### src/hdl/eba_defines.vh
// Register offsets, field positions, opcodes and reset values of the ALU datapath.
`ifndef EBA_DEFINES_VH
`define EBA_DEFINES_VH

// ==========================================================
// Register byte offsets
`define EBA_ADDR_CTRL   8'h00
`define EBA_ADDR_DST    8'h04
`define EBA_ADDR_SRC    8'h08
`define EBA_ADDR_IMM    8'h0C
`define EBA_ADDR_HIGH   8'h10
`define EBA_ADDR_PROD   8'h14
`define EBA_ADDR_FLAGS  8'h18
`define EBA_ADDR_STATUS 8'h1C

// ==========================================================
// Field positions
`define EBA_CTRL_GO     8
`define EBA_FLAG_C      0
`define EBA_FLAG_Z      1
`define EBA_FLAG_N      2
`define EBA_FLAG_V      3
`define EBA_FLAG_S      4
`define EBA_FLAG_H      5
`define EBA_STAT_BUSY   0
`define EBA_STAT_DONE   1

// ==========================================================
// Reset values
`define EBA_RST_BYTE    8'h00
`define EBA_RST_FLAGS   6'h00
`define EBA_RST_OP      5'h00

// ==========================================================
// Operation codes
`define EBA_OP_ADD      5'h00
`define EBA_OP_ADC      5'h01
`define EBA_OP_WADD     5'h02
`define EBA_OP_SUB      5'h03
`define EBA_OP_SUBK     5'h04
`define EBA_OP_SUBC     5'h05
`define EBA_OP_SUBCK    5'h06
`define EBA_OP_WSUB     5'h07
`define EBA_OP_AND      5'h08
`define EBA_OP_ANDK     5'h09
`define EBA_OP_OR       5'h0A
`define EBA_OP_ORK      5'h0B
`define EBA_OP_XOR      5'h0C
`define EBA_OP_MSET     5'h0D
`define EBA_OP_MCLR     5'h0E
`define EBA_OP_TEST     5'h0F
`define EBA_OP_MUL      5'h10
`define EBA_OP_SMUL     5'h11
`define EBA_OP_XMUL     5'h12
`define EBA_OP_FRMUL    5'h13
`define EBA_OP_FRSMUL   5'h14
`define EBA_OP_FRXMUL   5'h15

// ==========================================================
// Operation classes
`define EBA_CL_ARITH    2'h0
`define EBA_CL_WORD     2'h1
`define EBA_CL_LOGIC    2'h2
`define EBA_CL_MUL      2'h3

// ==========================================================
// Bit-clear complement base
`define EBA_ALL_ONES    8'hFF

`endif

### src/hdl/eba_alu_top.v
// Eight-bit ALU datapath with an APB register interface.
`timescale 1ns/10ps
`include "eba_defines.vh"

module eba_alu_top (
   // Clock and reset
   input wire i_clk,
   input wire i_srst,
   // APB slave
   input wire i_psel,
   input wire i_penable,
   input wire i_pwrite,
   input wire [7:0] i_paddr,
   input wire [31:0] i_pwdata,
   output wire [31:0] o_prdata,
   output wire o_pready,
   output wire o_pslverr,
   // Status
   output wire o_busy
);

   // ==========================================================
   // States
   localparam ST_IDLE = 2'b00;
   localparam ST_EXEC = 2'b01;
   localparam ST_SECOND = 2'b10;

   // ==========================================================
   // Decoding helpers
   function [1:0] op_class;
      input [4:0] op;
      begin
         case (op)
            `EBA_OP_WADD, `EBA_OP_WSUB: op_class = `EBA_CL_WORD;
            `EBA_OP_ADD, `EBA_OP_ADC, `EBA_OP_SUB, `EBA_OP_SUBK,
            `EBA_OP_SUBC, `EBA_OP_SUBCK: op_class = `EBA_CL_ARITH;
            `EBA_OP_MUL, `EBA_OP_SMUL, `EBA_OP_XMUL,
            `EBA_OP_FRMUL, `EBA_OP_FRSMUL, `EBA_OP_FRXMUL: op_class = `EBA_CL_MUL;
            default: op_class = `EBA_CL_LOGIC;
         endcase
      end
   endfunction

   function is_known;
      input [4:0] op;
      begin
         is_known = (op <= `EBA_OP_FRXMUL);
      end
   endfunction

   function is_mapped;
      input [7:0] addr;
      begin
         case (addr)
            `EBA_ADDR_CTRL, `EBA_ADDR_DST, `EBA_ADDR_SRC, `EBA_ADDR_IMM,
            `EBA_ADDR_HIGH, `EBA_ADDR_PROD, `EBA_ADDR_FLAGS,
            `EBA_ADDR_STATUS: is_mapped = 1'b1;
            default: is_mapped = 1'b0;
         endcase
      end
   endfunction

   // ==========================================================
   // Registers
   reg [1:0] state_ff;
   reg [4:0] op_ff;
   reg [7:0] dst_ff;
   reg [7:0] src_ff;
   reg [7:0] imm_ff;
   reg [7:0] high_ff;
   reg [15:0] prod_ff;
   reg [5:0] flags_ff;
   reg done_ff;
   reg [7:0] lo_tmp_ff;
   reg cy_tmp_ff;
   reg [31:0] rdata_ff;

   // ==========================================================
   // Bus decode
   wire setup_rd;
   wire wr_acc;
   wire go;
   wire idle;

   assign idle = (state_ff == ST_IDLE);
   assign setup_rd = i_psel & ~i_penable & ~i_pwrite;
   assign wr_acc = i_psel & i_penable & i_pwrite;
   assign go = wr_acc & (i_paddr == `EBA_ADDR_CTRL) & i_pwdata[`EBA_CTRL_GO] & idle
      & is_known(i_pwdata[4:0]);
   assign o_pready = 1'b1;
   assign o_pslverr = i_psel & i_penable & ~is_mapped(i_paddr);
   assign o_prdata = rdata_ff;
   assign o_busy = ~idle;

   // ==========================================================
   // Operand selection for the adder
   wire [1:0] cls;
   wire in_second;
   wire uses_imm;
   wire is_sub;
   wire uses_cin;
   reg [7:0] as_a;
   reg [7:0] as_b;
   reg as_cin;
   wire [7:0] as_r;
   wire as_c;
   wire as_h;
   wire as_v;

   assign cls = op_class(op_ff);
   assign in_second = (state_ff == ST_SECOND);
   assign uses_imm = (op_ff == `EBA_OP_SUBK) | (op_ff == `EBA_OP_SUBCK) |
      (cls == `EBA_CL_WORD);
   assign is_sub = (op_ff == `EBA_OP_SUB) | (op_ff == `EBA_OP_SUBK) |
      (op_ff == `EBA_OP_SUBC) | (op_ff == `EBA_OP_SUBCK) | (op_ff == `EBA_OP_WSUB);
   assign uses_cin = (op_ff == `EBA_OP_ADC) | (op_ff == `EBA_OP_SUBC) |
      (op_ff == `EBA_OP_SUBCK);

   always @* begin
      if (in_second) begin
         // The upper byte of a pair only absorbs the carry or borrow.
         as_a = high_ff;
         as_b = 8'h00;
         as_cin = cy_tmp_ff;
      end else begin
         as_a = dst_ff;
         as_b = uses_imm ? imm_ff : src_ff;
         as_cin = uses_cin ? flags_ff[`EBA_FLAG_C] : 1'b0;
      end
   end

   eba_addsub8 u_addsub (
      .i_a(as_a),
      .i_b(as_b),
      .i_cin(as_cin),
      .i_sub(is_sub),
      .o_r(as_r),
      .o_c(as_c),
      .o_h(as_h),
      .o_v(as_v)
   );

   // ==========================================================
   // Multiplier
   wire mul_a_signed;
   wire mul_b_signed;
   wire [15:0] mul_p;
   wire mul_frac;

   assign mul_a_signed = (op_ff == `EBA_OP_SMUL) | (op_ff == `EBA_OP_XMUL) |
      (op_ff == `EBA_OP_FRSMUL) | (op_ff == `EBA_OP_FRXMUL);
   assign mul_b_signed = (op_ff == `EBA_OP_SMUL) | (op_ff == `EBA_OP_FRSMUL);
   assign mul_frac = (op_ff == `EBA_OP_FRMUL) | (op_ff == `EBA_OP_FRSMUL) |
      (op_ff == `EBA_OP_FRXMUL);

   eba_mult u_mult (
      .i_clk(i_clk),
      .i_srst(i_srst),
      .i_load(state_ff == ST_EXEC),
      .i_a(dst_ff),
      .i_b(src_ff),
      .i_a_signed(mul_a_signed),
      .i_b_signed(mul_b_signed),
      .o_prod_ff(mul_p)
   );

   // ==========================================================
   // Logic unit
   reg [7:0] logic_r;

   always @* begin
      case (op_ff)
         `EBA_OP_AND: logic_r = dst_ff & src_ff;
         `EBA_OP_ANDK: logic_r = dst_ff & imm_ff;
         `EBA_OP_OR: logic_r = dst_ff | src_ff;
         `EBA_OP_ORK: logic_r = dst_ff | imm_ff;
         `EBA_OP_XOR: logic_r = dst_ff ^ src_ff;
         `EBA_OP_MSET: logic_r = dst_ff | imm_ff;
         `EBA_OP_MCLR: logic_r = dst_ff & (`EBA_ALL_ONES - imm_ff);
         `EBA_OP_TEST: logic_r = dst_ff & dst_ff;
         default: logic_r = dst_ff;
      endcase
   end

   // ==========================================================
   // Result and flag computation
   reg [15:0] nxt_prod;
   reg [15:0] nxt_word;
   reg [5:0] nxt_flags;

   always @* begin
      // every flag starts from its stored value
      nxt_flags = flags_ff;
      nxt_word = {as_r, lo_tmp_ff};
      nxt_prod = mul_frac ? {mul_p[14:0], 1'b0} : mul_p;
      case (cls)
         `EBA_CL_ARITH: begin
            // Z C N V H from the adder
            nxt_flags[`EBA_FLAG_Z] = (as_r == 8'h00);
            nxt_flags[`EBA_FLAG_C] = as_c;
            nxt_flags[`EBA_FLAG_N] = as_r[7];
            nxt_flags[`EBA_FLAG_V] = as_v;
            nxt_flags[`EBA_FLAG_H] = as_h;
         end
         `EBA_CL_WORD: begin
            nxt_flags[`EBA_FLAG_Z] = (nxt_word == 16'h0000);
            nxt_flags[`EBA_FLAG_C] = as_c;
            nxt_flags[`EBA_FLAG_N] = as_r[7];
            nxt_flags[`EBA_FLAG_V] = as_v;
            nxt_flags[`EBA_FLAG_S] = as_r[7] ^ as_v;
         end
         `EBA_CL_LOGIC: begin
            nxt_flags[`EBA_FLAG_Z] = (logic_r == 8'h00);
            nxt_flags[`EBA_FLAG_N] = logic_r[7];
            nxt_flags[`EBA_FLAG_V] = 1'b0;
         end
         `EBA_CL_MUL: begin
            nxt_flags[`EBA_FLAG_Z] = (nxt_prod == 16'h0000);
            nxt_flags[`EBA_FLAG_C] = mul_p[15];
         end
         default: begin
            nxt_flags = flags_ff;
         end
      endcase
   end

   // ==========================================================
   // Sequencer and register file
   always @(posedge i_clk) begin
      if (i_srst) begin
         state_ff <= ST_IDLE;
         op_ff <= `EBA_RST_OP;
         dst_ff <= `EBA_RST_BYTE;
         src_ff <= `EBA_RST_BYTE;
         imm_ff <= `EBA_RST_BYTE;
         high_ff <= `EBA_RST_BYTE;
         prod_ff <= 16'h0000;
         flags_ff <= `EBA_RST_FLAGS;
         done_ff <= 1'b0;
         lo_tmp_ff <= `EBA_RST_BYTE;
         cy_tmp_ff <= 1'b0;
      end else begin
         case (state_ff)
            ST_IDLE: begin
               // Operand writes are only taken while idle, so the datapath
               // never sees a register change in the middle of an operation.
               if (wr_acc) begin
                  case (i_paddr)
                     `EBA_ADDR_DST: dst_ff <= i_pwdata[7:0];
                     `EBA_ADDR_SRC: src_ff <= i_pwdata[7:0];
                     `EBA_ADDR_IMM: imm_ff <= i_pwdata[7:0];
                     `EBA_ADDR_HIGH: high_ff <= i_pwdata[7:0];
                     `EBA_ADDR_FLAGS: flags_ff <= i_pwdata[5:0];
                     default: begin
                     end
                  endcase
               end
               if (go) begin
                  op_ff <= i_pwdata[4:0];
                  done_ff <= 1'b0;
                  state_ff <= ST_EXEC;
               end
            end
            ST_EXEC: begin
               case (cls)
                  `EBA_CL_WORD: begin
                     lo_tmp_ff <= as_r;
                     cy_tmp_ff <= as_c;
                     state_ff <= ST_SECOND;
                  end
                  `EBA_CL_MUL: begin
                     state_ff <= ST_SECOND;
                  end
                  `EBA_CL_ARITH: begin
                     dst_ff <= as_r;
                     flags_ff <= nxt_flags;
                     done_ff <= 1'b1;
                     state_ff <= ST_IDLE;
                  end
                  default: begin
                     dst_ff <= logic_r;
                     flags_ff <= nxt_flags;
                     done_ff <= 1'b1;
                     state_ff <= ST_IDLE;
                  end
               endcase
            end
            ST_SECOND: begin
               if (cls == `EBA_CL_WORD) begin
                  dst_ff <= nxt_word[7:0];
                  high_ff <= nxt_word[15:8];
               end else begin
                  prod_ff <= nxt_prod;
               end
               flags_ff <= nxt_flags;
               done_ff <= 1'b1;
               state_ff <= ST_IDLE;
            end
            default: begin
               state_ff <= ST_IDLE;
            end
         endcase
      end
   end

   // ==========================================================
   // Read data is captured in the setup phase so the access phase needs no wait.
   always @(posedge i_clk) begin
      if (i_srst) begin
         rdata_ff <= 32'h00000000;
      end else if (setup_rd) begin
         case (i_paddr)
            `EBA_ADDR_CTRL: rdata_ff <= {27'h0, op_ff};
            `EBA_ADDR_DST: rdata_ff <= {24'h000000, dst_ff};
            `EBA_ADDR_SRC: rdata_ff <= {24'h000000, src_ff};
            `EBA_ADDR_IMM: rdata_ff <= {24'h000000, imm_ff};
            `EBA_ADDR_HIGH: rdata_ff <= {24'h000000, high_ff};
            `EBA_ADDR_PROD: rdata_ff <= {16'h0000, prod_ff};
            `EBA_ADDR_FLAGS: rdata_ff <= {26'h0, flags_ff};
            `EBA_ADDR_STATUS: rdata_ff <= {30'h0, done_ff, ~idle};
            default: rdata_ff <= 32'h00000000;
         endcase
      end
   end

endmodule

### src/hdl/eba_addsub8.v
// Eight-bit adder and subtractor with carry, half-carry and overflow outputs.
`timescale 1ns/10ps
module eba_addsub8 (
   // Operands
   input wire [7:0] i_a,
   input wire [7:0] i_b,
   input wire i_cin,
   input wire i_sub,
   // Result and flags
   output wire [7:0] o_r,
   output wire o_c,
   output wire o_h,
   output wire o_v
);

   // ==========================================================
   // Subtraction is a plus inverted b plus inverted borrow.
   wire [7:0] bb;
   wire cx;
   wire [8:0] sum;
   wire [4:0] nib;

   assign bb = i_sub ? ~i_b : i_b;
   assign cx = i_sub ? ~i_cin : i_cin;
   assign sum = {1'b0, i_a} + {1'b0, bb} + {8'h00, cx};
   assign nib = {1'b0, i_a[3:0]} + {1'b0, bb[3:0]} + {4'h0, cx};
   assign o_r = sum[7:0];
   assign o_c = i_sub ? ~sum[8] : sum[8];
   assign o_h = i_sub ? ~nib[4] : nib[4];
   assign o_v = (i_a[7] == bb[7]) && (sum[7] != i_a[7]);

endmodule

### src/hdl/eba_mult.v
// Registered eight-by-eight multiplier with per-operand signedness.
`timescale 1ns/10ps
module eba_mult (
   // Clock and reset
   input wire i_clk,
   input wire i_srst,
   // Operands
   input wire i_load,
   input wire [7:0] i_a,
   input wire [7:0] i_b,
   input wire i_a_signed,
   input wire i_b_signed,
   // Product
   output reg [15:0] o_prod_ff
);

   // ==========================================================
   // Nine-bit extension lets one signed multiplier serve all three sign mixes.
   wire signed [8:0] ax;
   wire signed [8:0] bx;
   wire signed [17:0] prod;

   assign ax = {i_a_signed & i_a[7], i_a};
   assign bx = {i_b_signed & i_b[7], i_b};
   assign prod = ax * bx;

   always @(posedge i_clk) begin
      if (i_srst) begin
         o_prod_ff <= 16'h0000;
      end else if (i_load) begin
         o_prod_ff <= prod[15:0];
      end
   end

endmodule

### config.mk
export PLATFORM = sky130hd
export DESIGN_NAME = eba_alu_top
export DESIGN_NICKNAME = d
export VERILOG_FILES = /design/src/hdl/eba_alu_top.v /design/src/hdl/eba_addsub8.v /design/src/hdl/eba_mult.v
export VERILOG_INCLUDE_DIRS = /design/src /design/src/hdl
export SDC_FILE = /design/constraint.sdc
export NUM_CORES = 1
export LEC_CHECK = 0
export BUFFER_PORTS_ARGS = -buffer_cell sky130_fd_sc_hd__buf_2
export CAP_MARGIN = 20
export CORE_MARGIN = 10
export CORE_UTILIZATION = 60
export DETAILED_ROUTE_END_ITERATION = 16
export GPL_TIMING_DRIVEN = 0
export PLACE_DENSITY = 0.9
export SYNTH_ARGS = -nofsm -noshare
export SYNTH_HDL_FRONTEND = slang
export SYNTH_SLANG_ARGS = --single-unit
### constraint.sdc
create_clock -name i_clk -period 7.9 [get_ports i_clk]
set_clock_uncertainty 0.1 [all_clocks]
set_input_delay 1.185 -clock i_clk [delete_from_list [all_inputs] [get_ports i_clk]]
set_output_delay 1.185 -clock i_clk [all_outputs]
set_load 0.005 [all_outputs]
==> flow_summary.json <==
{
  "status": "complete, no violations",
  "ir_drop_mv": 0.1244,
  "cp_data_arrival_time_ps": 7010,
  "grt.met1_usage_pct": 35.30,
  "grtUsageTotal_pct": 28.07,
  "tns_ps": 0,
  "crit_chain": "buf_2 -> buf_2 -> xor2_1 -> nand4b_1 -> or2_2 -> fa_1 -> fa_1 -> inv_1 -> fa_1 -> fa_1 -> inv_1 -> fa_1 -> inv_1 -> ha_1 -> a21oi_1 -> nor2b_1 -> o21a_1 -> o41a_1 -> a311oi_1 -> xnor2_1 -> a211oi_1",
  "gp_congestion": 1.024,
  "synth_cell_types": 78,
  "clk_pin_slew_worst_paths_ps": 80,
  "max_stage_delay_ps": 510,
  "synth_edf_count": 0,
  "drc": 0,
  "rsz0062_at_grt": "no",
  "die_height_um": 145.1,
  "synthXorXnorAreaFrac_pct": 3.532,
  "vias": 8783,
  "post-synth-top-area-cell": "dfxtp_1",
  "cts_hold_buffers": 0,
  "busiest_layer": "met2",
  "root_buffer": "clkbuf_16",
  "drtIter0Drc": 1193,
  "total_leakage_power_nw": 4.360,
  "drive_gt1_share_pct": 10.24,
  "synthFlopType": "dfxtp_1",
  "fin_ws_ps": 1068,
  "finalNetCount": 1348,
  "core-area_um2": 15260,
  "max_slew_margin_pct": 22.20,
  "clock_path_buffers": 2,
  "synthCells": 1122,
  "grt_max_degree": 22,
  "final_cells": 1402,
  "rows": 45,
  "die_w_um": 145.1,
  "dr.pass1.iters": 6,
  "fin_util_pct": 66.86,
  "hpwl_um": 23670,
  "start_kind": "register",
  "syn2layout_area_growth_pct": 8.677,
  "end_kind": "register",
  "antenna_left": 0,
  "fmaxAchievable_mhz": 146.4,
  "cts_made_buffers": 9,
  "critPathTopFamily": "adder cells",
  "h-tree-depth": 3,
  "io_buffers": 38,
  "yosysMostFrequentCell": "nor2_1",
  "yosys.area_share.simple_pct": 20.01,
  "synth_common_cells": "118 x nor2_1, 108 x nand2_1, 105 x dfxtp_1, 85 x inv_1, 66 x mux2i_1",
  "crit_type": "register to register",
  "hold_viol_final": 0,
  "crit_required_ps": 8070,
  "dp_cells": 1386,
  "synthAdderAreaFrac_pct": 20.79,
  "worst_pin_slew_ps": 1158,
  "p_per_area_nw_per_um2": 104.0,
  "syn_avg_cell_area_um2": 8.366,
  "critPathSlowestCell": "fa_1",
  "synth_mux_area_share_pct": 8.598,
  "async_reset_ff_share_pct": 0,
  "yosys_warnings": 0,
  "finalSetupViolations": 0,
  "synth_top_family_by_area": "adder cells",
  "wl_per_cell_um": 21.82,
  "antenna_found_initial": 0,
  "fp.dieArea_um2": 21050,
  "hp-class": "register to register",
  "fin_crit_sh_pct": 86.48,
  "slew_violations": 0,
  "grt_overflow": 0,
  "cts_tree": "done",
  "avgViaCountPerCell": 6.265,
  "maxCapViolations": 0,
  "netlist_top_cells_area": "dfxtp_1 22%, fa_1 14%, mux2i_1 7.0%",
  "ys_ff_latch": 105,
  "initial_utilization_pct": 61.52,
  "grtUsageMet2_pct": 43.69,
  "grt_util_met3_pct": 7.327,
  "grt_pass1_wl_um": 47730,
  "cp_num_buf_inv": 5,
  "post_cts_buffers": 0,
  "path_max_fanout": 10,
  "ff_latch_area_um2": 2102,
  "synth-compound-area-share_pct": 16.42,
  "netlist_area_um2": 9387,
  "clk-insertion-delay-late_ps": 360,
  "pre_cts_ws_ps": 1193,
  "synth_top_cell_area_share_pct": 22.39,
  "p_total_w": 0.001060,
  "n_antenna_cell": 0,
  "cpMostUsedCell": "fa_1",
  "routed_wl_um": 30590,
  "multi_input_area_um2": 6574,
  "fin_crit_ps": 6832,
  "fillCellCount": 1278,
  "clock_sinks": 105,
  "ys_seq_area_share_pct": 22.39,
  "grt_pass1_vias": 8632,
  "cts_resized": 0,
  "pin_count": 80
}
[routing by layer]
metal  wire (um)  part of all wire (%)  vias up
met1       11800                    39     4154
met4        1605                   5.2        0
met2       13600                    44      560
met5           0                     0        -
met3        3588                    12      128
li1            -                     -     3941
[final timing paths]
| path | startpoint | endpoint | slack (ps) | cells after the start |
|---|---|---|---|---|
| worst min register to register | flags_ff[2] | flags_ff[2] | 390 | 2 |
| worst min-delay path | flags_ff[2] | flags_ff[2] | 390 | 2 |
| worst max register to register | op_ff[0] | u_mult.o_prod_ff[15] | 1070 | 21 |
| worst max-delay path | op_ff[0] | u_mult.o_prod_ff[15] | 1070 | 21 |
[cells by family (layout without fill, tap and decap cells)]
kind of cell / count (synthesis) / in the layout
other: 2 / 17
buffers and inverters: 176 / 230
multiplexers: 79 / 79
adder cells (fa/ha/maj): 117 / 117
flip-flops: 105 / 105
AND/OR/NAND/NOR: 380 / 380
AO/OA/AOI/OAI: 226 / 226
XOR/XNOR: 37 / 37
[cell usage in the layout (no fill, tap or decap), drive strengths merged, types with 6 or more instances in the layout]
| cell type | instances |
|---|---|
| a211o | 6 |
| a211oi | 33 |
| a21oi | 57 |
| a221oi | 7 |
| a22oi | 20 |
| and2 | 42 |
| buf | 74 |
| clkbuf | 62 |
| conb | 17 |
| dfxtp | 105 |
| fa | 65 |
| ha | 52 |
| inv | 91 |
| mux2 | 13 |
| mux2i | 66 |
| nand2 | 109 |
| nand2b | 7 |
| nand3 | 9 |
| nand3b | 9 |
| nor2 | 120 |
| nor2b | 16 |
| nor3 | 24 |
| nor4 | 12 |
| o21ai | 47 |
| or2 | 6 |
| xnor2 | 20 |
| xor2 | 17 |
[power breakdown]
part / internal (W) / switching [W]
Sequential: 0.000531 / 0.00000137
Clock: 0.000228 / 0.000241
Combinational: 0.0000197 / 0.0000401
[worst reg2reg max path, stage by stage (launching register included)]
cell and delay, ps:
dfxtp_1 390, buf_2 280, buf_2 300, xor2_1 180, nand4b_1 450, or2_2 480, fa_1 460, fa_1 490
inv_1 60, fa_1 470, fa_1 510, inv_1 60, fa_1 500, inv_1 40, ha_1 310, a21oi_1 240
nor2b_1 80, o21a_1 190, o41a_1 370, a311oi_1 380, xnor2_1 180, a211oi_1 240
[area by class of cell]
| cell class | count | area share [%] |
|---|---|---|
| clock buffers | 9 | 2.208 |
| well taps | 211 | 2.588 |
| plain buffers | 89 | 4.317 |
| clock inverters | 7 | 0.7727 |
| inverters | 87 | 3.201 |
| flip-flops and latches | 105 | 20.61 |
| multi-input cells | 856 | 64.44 |
| repair buffers | 38 | 1.864 |
[through the flow]
step           hold slack [ps]  cell area, um^2
6_report                 387.2            10200
5_1_grt                  405.1            10200
4_1_cts                  384.0            10200
3_5_place_dp             373.0             9897
3_3_place_gp             358.5             9897
2_1_floorplan            349.1             9443
[state kept, by name, summed over array words and instances (netlist names)]
register          flops
cls                   2
cy_tmp_ff             1
done_ff               1
dst_ff                8
flags_ff              6
high_ff               8
imm_ff                8
lo_tmp_ff             8
o_prdata             16
op_ff                 5
prod_ff              16
src_ff                8
state_ff              2
u_mult.o_prod_ff     16
(Power assumes the default switching activity.)
